$ cat src/usi_pkg.sv
// Constants shared by the USB status interrupt logic.
package usi_pkg;
  // Register offsets on the plain register port.
  localparam logic [2:0] USI_OFS_FLAGS = 3'h0;
  localparam logic [2:0] USI_OFS_ENABLES = 3'h1;
  localparam logic [2:0] USI_OFS_ERR_FLAGS = 3'h2;
  localparam logic [2:0] USI_OFS_ERR_ENABLES = 3'h3;
  localparam logic [2:0] USI_OFS_CONTROL = 3'h4;
  localparam logic [2:0] USI_OFS_XACT_STATUS = 3'h5;
  localparam logic [2:0] USI_OFS_FUNC_ADDR = 3'h6;
  // Status flag and enable bit positions.
  localparam int USI_BIT_SOF = 6;
  localparam int USI_BIT_STALL = 5;
  localparam int USI_BIT_IDLE = 4;
  localparam int USI_BIT_XACT = 3;
  localparam int USI_BIT_ACTV = 2;
  localparam int USI_BIT_ERR = 1;
  localparam int USI_BIT_URST = 0;
  // Control register bit that suspends the module.
  localparam int USI_BIT_SUSPEND = 1;
  // Implemented and software-writable bit masks.
  localparam logic [7:0] USI_FLAG_IMPL = 8'h7F;
  localparam logic [7:0] USI_FLAG_SW = 8'h7D;
  localparam logic [7:0] USI_ERR_IMPL = 8'h9F;
  localparam logic [7:0] USI_CTRL_IMPL = 8'h02;
  localparam logic [7:0] USI_FADDR_IMPL = 8'h7F;
  // Reset values.
  localparam logic [7:0] USI_RST_REG = 8'h00;
  localparam logic [7:0] USI_RST_FADDR = 8'h00;
  // Timing.
  localparam int USI_CLK_HZ = 25000000;
  localparam int USI_IDLE_TIME_US = 3000;
  localparam int USI_IDLE_CYCLES = USI_IDLE_TIME_US * (USI_CLK_HZ / 1000000);
  localparam int USI_ACTV_SYNC_CYCLES = 4;
endpackage

$ cat src/usi_status_irq.sv
// USB status interrupt flags, enables, transaction status queue and request.
//
// Summary of operation
// Interrupt request is OR of every flag gated by its enable.
// Hardware-set flags stay set until software writes zero there.
// Software writing one to a writable flag sets it.
// Bit 7 of flags and enables ignores writes and reads zero.
// Bit 6 flags a received start-of-frame token.
// Bit 5 flags a STALL handshake sent.
// Bit 4 flags bus idle for 3 ms or longer.
// Clearing bit 3 advances the status queue for token transactions.
// Bit 2 flags activity on the data lines.
// Bit 1 is error summary, read-only to software.
// Bit 0 flags bus reset and reloads the function address.
// Activity clear ignored while suspended or shortly after wake.
// Firmware clears suspend, then clears activity until it reads zero.
// Module stays non-operational after wake until the PLL locks.
// Enable bits 6 to 0 match flag positions and gate them.
// Flags still set by events when their enable is low.
// Firmware may suspend the module after idle is flagged.
// Error summary is OR of error flags gated by error enables.
// All sources funnel into one module request output.
// Transaction status records even or odd buffer descriptor.
// All flags and enables reset to zero.
//
// Added by the designer: the register addresses and the strobed register port.
`timescale 1ns/100ps
`default_nettype none
module usi_status_irq #(
  parameter int IDLE_CYCLES = usi_pkg::USI_IDLE_CYCLES,
  parameter int FIFO_DEPTH = 4
) (
  // Clock and reset.
  input wire logic i_clock,
  input wire logic i_resetn,
  // Register port.
  input wire logic [2:0] i_addr,
  input wire logic [7:0] i_wdata,
  input wire logic i_write,
  input wire logic i_read,
  output logic [7:0] o_rdata,
  // Serial interface engine events.
  input wire logic i_sof_evt,
  input wire logic i_stall_evt,
  input wire logic i_bus_idle,
  input wire logic i_activity_evt,
  input wire logic i_bus_reset_evt,
  input wire logic [7:0] i_err_evt,
  // Completed transaction report.
  input wire logic i_xact_evt,
  input wire logic i_xact_token,
  input wire logic [3:0] i_xact_endpoint,
  input wire logic i_xact_in,
  input wire logic i_xact_odd,
  // Clock source status.
  input wire logic i_pll_locked,
  // Module outputs.
  output logic o_module_irq_request,
  output logic o_module_ready,
  output logic o_suspended,
  output logic [6:0] o_function_address
);
  import usi_pkg::*;

  localparam int PW = $clog2(FIFO_DEPTH);
  localparam int SYNC_W = $clog2(USI_ACTV_SYNC_CYCLES + 1);
  localparam int IDLE_W = $clog2(IDLE_CYCLES + 1);

  logic [7:0] flags_q, flags_d;
  logic [7:0] enables_q;
  logic [7:0] err_flags_q, err_flags_d;
  logic [7:0] err_enables_q;
  logic [7:0] ctrl_q;
  logic [6:0] faddr_q;
  logic [7:0] rdata_q;
  logic [SYNC_W-1:0] sync_cnt_q;
  logic [IDLE_W-1:0] idle_cnt_q;
  logic idle_hit;
  // Queue entries: endpoint, direction, odd buffer, token transaction.
  logic [6:0] fifo_mem [FIFO_DEPTH];
  logic [PW-1:0] rd_ptr_q, wr_ptr_q;
  logic [PW:0] count_q;

  wire wr_flags = i_write && (i_addr == USI_OFS_FLAGS);
  wire wr_enables = i_write && (i_addr == USI_OFS_ENABLES);
  wire wr_err_flags = i_write && (i_addr == USI_OFS_ERR_FLAGS);
  wire wr_err_enables = i_write && (i_addr == USI_OFS_ERR_ENABLES);
  wire wr_ctrl = i_write && (i_addr == USI_OFS_CONTROL);
  wire wr_faddr = i_write && (i_addr == USI_OFS_FUNC_ADDR);
  wire suspended = ctrl_q[USI_BIT_SUSPEND];

  // A wake leaves the activity logic unsynchronised for a few cycles and
  // until the PLL locks, so a clear in that window has no effect.
  wire actv_clr_ok = !suspended && i_pll_locked && (sync_cnt_q == '0);
  wire ready = actv_clr_ok;

  wire fifo_empty = (count_q == '0);
  wire fifo_full = (count_q == (PW+1)'(FIFO_DEPTH));
  wire [6:0] fifo_head = fifo_mem[rd_ptr_q];
  wire xact_clear = wr_flags && flags_q[USI_BIT_XACT] && !i_wdata[USI_BIT_XACT];
  wire fifo_pop = xact_clear && !fifo_empty && fifo_head[0];
  // A push into a full queue is dropped unless a pop happens in the same cycle; the engine must not report more
  // transactions than the queue holds while the flag is pending.
  wire fifo_push = i_xact_evt && (!fifo_full || fifo_pop);
  wire more_left = fifo_pop && (count_q > (PW+1)'(1));

  wire err_summary = |(err_flags_q & err_enables_q & USI_ERR_IMPL);

  wire [7:0] hw_set = {1'b0, i_sof_evt, i_stall_evt, idle_hit,
    i_xact_evt | more_left, i_activity_evt, err_summary, i_bus_reset_evt};

  // Software write result before hardware events are merged.
  wire [7:0] sw_keep = actv_clr_ok ? ~USI_FLAG_SW : (~USI_FLAG_SW | 8'h04);
  wire [7:0] sw_flags = (i_wdata & USI_FLAG_SW) | (flags_q & sw_keep);

  always_comb
  begin
    flags_d = wr_flags ? sw_flags : flags_q;
    flags_d[USI_BIT_ERR] = err_summary;
    flags_d = (flags_d | hw_set) & USI_FLAG_IMPL;
    err_flags_d = wr_err_flags ? (err_flags_q & i_wdata) : err_flags_q;
    err_flags_d = (err_flags_d | i_err_evt) & USI_ERR_IMPL;
  end

  assign idle_hit = i_bus_idle && (idle_cnt_q == IDLE_W'(IDLE_CYCLES - 1));

  always_ff @(posedge i_clock or negedge i_resetn)
  begin
    if (!i_resetn)
    begin
      flags_q <= USI_RST_REG;
      enables_q <= USI_RST_REG;
      err_flags_q <= USI_RST_REG;
      err_enables_q <= USI_RST_REG;
      ctrl_q <= USI_RST_REG;
    end
    else
    begin
      flags_q <= flags_d;
      err_flags_q <= err_flags_d;
      if (wr_enables)
        enables_q <= i_wdata & USI_FLAG_IMPL;
      if (wr_err_enables)
        err_enables_q <= i_wdata & USI_ERR_IMPL;
      if (wr_ctrl)
        ctrl_q <= i_wdata & USI_CTRL_IMPL;
    end
  end

  // Function address: software writes it, a bus reset reloads zero.
  always_ff @(posedge i_clock or negedge i_resetn)
  begin
    if (!i_resetn)
      faddr_q <= USI_RST_FADDR[6:0];
    else if (i_bus_reset_evt)
      faddr_q <= USI_RST_FADDR[6:0];
    else if (wr_faddr)
      faddr_q <= i_wdata[6:0] & USI_FADDR_IMPL[6:0];
  end

  // Synchronisation window after leaving suspend.
  always_ff @(posedge i_clock or negedge i_resetn)
  begin
    if (!i_resetn)
      sync_cnt_q <= '0;
    else if (suspended)
      sync_cnt_q <= SYNC_W'(USI_ACTV_SYNC_CYCLES);
    else if (sync_cnt_q != '0)
      sync_cnt_q <= sync_cnt_q - SYNC_W'(1);
  end

  // The idle flag fires once per continuous idle stretch.
  always_ff @(posedge i_clock or negedge i_resetn)
  begin
    if (!i_resetn)
      idle_cnt_q <= '0;
    else if (!i_bus_idle)
      idle_cnt_q <= '0;
    else if (idle_cnt_q != IDLE_W'(IDLE_CYCLES))
      idle_cnt_q <= idle_cnt_q + IDLE_W'(1);
  end

  // Transaction status queue.
  always_ff @(posedge i_clock)
  begin
    if (fifo_push)
      fifo_mem[wr_ptr_q] <= {i_xact_endpoint, i_xact_in, i_xact_odd, i_xact_token};
  end

  always_ff @(posedge i_clock or negedge i_resetn)
  begin
    if (!i_resetn)
    begin
      rd_ptr_q <= '0;
      wr_ptr_q <= '0;
      count_q <= '0;
    end
    else
    begin
      if (fifo_push)
        wr_ptr_q <= PW'((wr_ptr_q + 1'b1) % FIFO_DEPTH);
      if (fifo_pop)
        rd_ptr_q <= PW'((rd_ptr_q + 1'b1) % FIFO_DEPTH);
      if (fifo_push && !fifo_pop)
        count_q <= count_q + (PW+1)'(1);
      else if (fifo_pop && !fifo_push)
        count_q <= count_q - (PW+1)'(1);
    end
  end

  // Read mux; unmapped offsets read zero.
  wire [7:0] xact_status = fifo_empty ? 8'h00 : {1'b0, fifo_head[6:1], 1'b0};
  logic [7:0] rd_mux;
  always_comb
  begin
    unique case (i_addr)
      USI_OFS_FLAGS: rd_mux = flags_q;
      USI_OFS_ENABLES: rd_mux = enables_q;
      USI_OFS_ERR_FLAGS: rd_mux = err_flags_q;
      USI_OFS_ERR_ENABLES: rd_mux = err_enables_q;
      USI_OFS_CONTROL: rd_mux = ctrl_q;
      USI_OFS_XACT_STATUS: rd_mux = xact_status;
      USI_OFS_FUNC_ADDR: rd_mux = {1'b0, faddr_q};
      default: rd_mux = 8'h00;
    endcase
  end

  always_ff @(posedge i_clock or negedge i_resetn)
  begin
    if (!i_resetn)
      rdata_q <= 8'h00;
    else if (i_read)
      rdata_q <= rd_mux;
    else
      rdata_q <= 8'h00;
  end

  assign o_rdata = rdata_q;
  assign o_module_irq_request = |(flags_q & enables_q & USI_FLAG_IMPL);
  assign o_module_ready = ready;
  assign o_suspended = suspended;
  assign o_function_address = faddr_q;
endmodule
`default_nettype wire

$ cat config.mk
export PLATFORM = sky130hd
export DESIGN_NAME = usi_status_irq
export DESIGN_NICKNAME = d
export VERILOG_FILES = /design/src/usi_pkg.sv /design/src/usi_status_irq.sv
export SDC_FILE = /design/constraint.sdc
export NUM_CORES = 1
export LEC_CHECK = 0
export BUFFER_PORTS_ARGS = -buffer_cell sky130_fd_sc_hd__buf_4
export CAP_MARGIN = 20
export CORE_MARGIN = 2
export CORE_UTILIZATION = 40
export DETAILED_ROUTE_END_ITERATION = 8
export HOLD_SLACK_MARGIN = 0.12
export PLACE_DENSITY = 0.65
export SYNTH_ARGS = -nofsm -noshare
export SYNTH_HDL_FRONTEND = slang
export SYNTH_SLANG_ARGS = --single-unit
$ cat constraint.sdc
create_clock -name i_clock -period 2.1 [get_ports i_clock]
set_input_delay 0.21 -clock i_clock [delete_from_list [all_inputs] [get_ports i_clock]]
set_output_delay 0.21 -clock i_clock [all_outputs]
set_load 0.01 [all_outputs]
==> metrics.md <==
| Metric | Value |
|---|---|
| Sequential share of the synthesized area | `0.560` |
| CTS tree | `built` |
| CP Capture Type | `flop` |
| Vias per cell | `5.24` |
| Seq cells post-synth | `97` |
| DRC errors left | `0` |
| Finished Core Util | `0.502` |
| Worst rel slew slack | `0.409` |
| Clock-pin slew on the worst setup and hold paths | `0.07 ns` |
| Max Cap Viol | `0` |
| # H-tree levels | `3` |
| Synth Cell Area | `4580 um^2` |
| Post-route clock period utilization | `0.924` |
| Combinational share of power | `0.221` |
| Clk Latency, worst-skew pair | `0.34 ns` |
| Run status | `finished clean` |
| Initial antenna violation count | `0` |
| Congestion Overflow GR | `0` |
| Fin nets | `492` |
| Sw frac | `0.279` |
| CP Launch Type | `flop` |
| Final count of hold timing violations | `0` |
| Clock Sink Count | `97` |
| Number of global-route vias before repair | `3,180` |
| Layout Skew | `0.00797 ns` |
| Post-route ant nets | `0` |
| Synth cell types | `54` |
| Clock power frac | `0.301` |
| Fin crit period | `approximately 1.9 ns` |
| Die Height | `111 um` |
| Rows | `39` |
| Register Area | `2570 um^2` |
| Die ar. | `12,300 um^2` |
| Sequential power share | `0.477` |
| Final GP Congestion | `0.779` |
| # setup viols final | `0` |
| Fmax | `0.515 GHz` |
| Dpl ws | `roughly 0.095 ns` |
| Worst vdd ir | `just under 400 uV` |
| Vias | `3,095` |
| Main area contributors after synthesis | `dfrtp_1, edfxtp_1, mux2i_1` |
| Pwr dens | `roughly 900 nW/um^2` |
| # IOs | `55` |
| Top cell type's share of synthesized area | `0.377` |
| TritonCTS buffer count | `9` |
| GRT Total Usage | `0.164` |
| Post-synthesis instance total | `roughly 360` |
| Placed Area | `5150 um^2` |
| Width of the die | `111 um` |
| Largest net degree at the start of global routing | `70` |
| # diodes | `0` |
| Post-Syn Area per Cell | `12.7 um^2` |
| Finished Layout Cells | `591` |
| Final Max Tran Viols | `0` |
| Clock root buffer | `clkbuf_16` |
| Pleak | `2.39 nW` |
| Main synth FF type | `dfrtp_1` |
| Maximum clock path buffer count | `2` |
| Initial core utilization | `0.405` |
| Area occupied by multi-input gates | `1900 um^2` |
| Final hold slack | `0.132 ns` |
| Most numerous cell in the Yosys netlist | `dfrtp_1` |
| Area leader, netlist | `dfrtp_1` |
| DP Cell Count | `551` |
| Initial DRT Pass Iterations | `6` |
| Int Pwr | `roughly 3.7 mW` |
| Ys async rst share | `0.711` |
| Iteration-0 DRC count of the detailed router | `about 180` |
| Commonest cells post-synth | `dfrtp_1, edfxtp_1, nand2_1, mux2i_1, nor2_1` |
| Post-route setup TNS | `0 ns` |
| Power Total | `5.09 mW` |
| Crit Path Max Fanout | `4` |
| Crit path DAT | `around 2.2 ns` |
| Avg WL per Cell | `16.0 um` |
| Core area | `11,300 um^2` |
| Fillcell total | `979` |
| Sw power | `1.42 mW` |
| DPL Wire Length | `roughly 6.7 mm` |
| Req. time, crit path | `roughly 2.3 ns` |
| Final worst slack | `0.159 ns` |
| Count of input and output buffers | `52` |
| Final instance area | `around 5700 um^2` |
| Hold WC Path Type | `in2reg` |
| Area Growth Syn to Fin | `24.0%` |
| Post-synth net total | `410` |
| Synthesis Warnings | `0` |
| Share of post-route cells with drive strength above 1 | `0.239` |
| Global-route wire length before repair | `roughly 16 mm` |
| Setup repair after global routing missed its margin | `no` |
| Worst slew pin tran | `approximately 0.89 ns` |
| Post-synth EDFFs | `28` |
| WS Path Type | `reg2reg` |
| Final wirelength | `9.48 mm` |
==> power by group through the flow <==
stage | clock network, mW | logic (mW) | registers [mW]
3_5_place_dp | 0 | 1.10 | 2.47
5_1_grt | 1.66 | 1.26 | 2.47
2_1_floorplan | 0 | 0.780 | 2.42
4_1_cts | 1.57 | 1.14 | 2.43
3_3_place_gp | 0 | 1.05 | 2.45
6_report | 1.53 | 1.13 | 2.43
==> layout make-up <==
cell class / instances / share of cell area
Multi-Input combinational cell: 236 / 0.334
Clock buffer: 10 / 0.0421
Timing Repair Buffer: 86 / 0.124
Inverter: 13 / 0.00859
Sequential cell: 97 / 0.452
Tap cell: 143 / 0.0315
Clock inverter: 6 / 0.00749
==> critical path: stages (launching register included) <==
cell and delay (ns):
dfrtp_1 0.42, inv_1 0.09, ha_2 0.21, nand2b_1 0.10, and4b_2 0.26, nand2_1 0.14, ha_2 0.22, mux2i_1 0.19
nor2_1 0.07, xor2_1 0.13
==> sequential cells by signal, indices dropped and copies added (netlist names), 3 cells and up <==
signal              cells
fifo_mem               28
idle_cnt_q             17
o_rdata                 8
enables_q               7
o_function_address      7
flags_q                 7
err_enables_q           6
count_q                 3
err_flags_q             6
sync_cnt_q              3
==> repair_timing <==
item / in CTS / in global routing
hold buffers: 24 / 0
hold endpoints to repair: 118 / 0
endpoints found under the setup margin: 0 / 1
resized for setup: 0 / 3
setup buffers: 0 / 0
==> placed cells by master, fill, tap and decap left out, types with 3 or more instances in the layout <==
| cell type | Yosys | final |
|---|---|---|
| dfrtp_1 | 69 | 69 |
| buf_4 | 0 | 62 |
| edfxtp_1 | 28 | 28 |
| nand2_1 | 25 | 25 |
| mux2i_1 | 24 | 24 |
| dlygate4sd3_1 | 0 | 24 |
| nor2_1 | 17 | 17 |
| mux2_2 | 15 | 15 |
| inv_1 | 13 | 13 |
| and2_1 | 13 | 13 |
| o21ai_0 | 12 | 12 |
| xnor2_1 | 11 | 11 |
| ha_1 | 12 | 10 |
| nand2b_1 | 9 | 9 |
| clkbuf_16 | 0 | 9 |
| nand3_1 | 8 | 8 |
| a22oi_1 | 8 | 8 |
| mux4_1 | 6 | 6 |
| nor4_1 | 6 | 6 |
| nor2b_1 | 5 | 5 |
| xor2_1 | 5 | 5 |
| a21oi_1 | 4 | 4 |
| nand3b_1 | 4 | 4 |
| nor3_1 | 4 | 4 |
| nand4_1 | 4 | 4 |
| a211o_1 | 3 | 3 |
| nor3b_1 | 3 | 3 |
| a221oi_1 | 3 | 3 |
| and2_2 | 3 | 3 |
==> worst paths after layout <==
| check | slack, ns | endpoint | cells past startpoint | startpoint |
|---|---|---|---|---|
| max | 0.16 | count_q[2]$_DFFE_PN0P_ | 9 | count_q[1]$_DFFE_PN0P_ |
| min | 0.13 | enables_q[6]$_DFFE_PN0P_ | 2 | i_wdata[6] |
| max reg2reg | 0.16 | count_q[2]$_DFFE_PN0P_ | 9 | count_q[1]$_DFFE_PN0P_ |
| min reg2reg | 0.48 | sync_cnt_q[2]$_DFFE_PN0P_ | 1 | sync_cnt_q[2]$_DFFE_PN0P_ |
| max in group asynchronous | 0.98 | idle_cnt_q[9]$_DFFE_PN0P_ | 2 | i_resetn |
| min in group asynchronous | 0.54 | err_flags_q[7]$_DFF_PN0_ | 2 | i_resetn |
==> routing by layer <==
metal / wire (um) / global-route usage
met5: 0 / 0
met4: 246 / 0.0757
met3: 327 / 0.0257
met2: 4650 / 0.267
met1: 4250 / 0.217
==> cell families after synthesis <==
kind of cell	synth area share
simple gates	0.143
flops	0.560
mux	0.137
compound gates	0.0707
buf+inv	0.0262
xor+xnor	0.0306
fa+ha+maj	0.0328
Note: power is estimated with default switching activity, not from simulation.
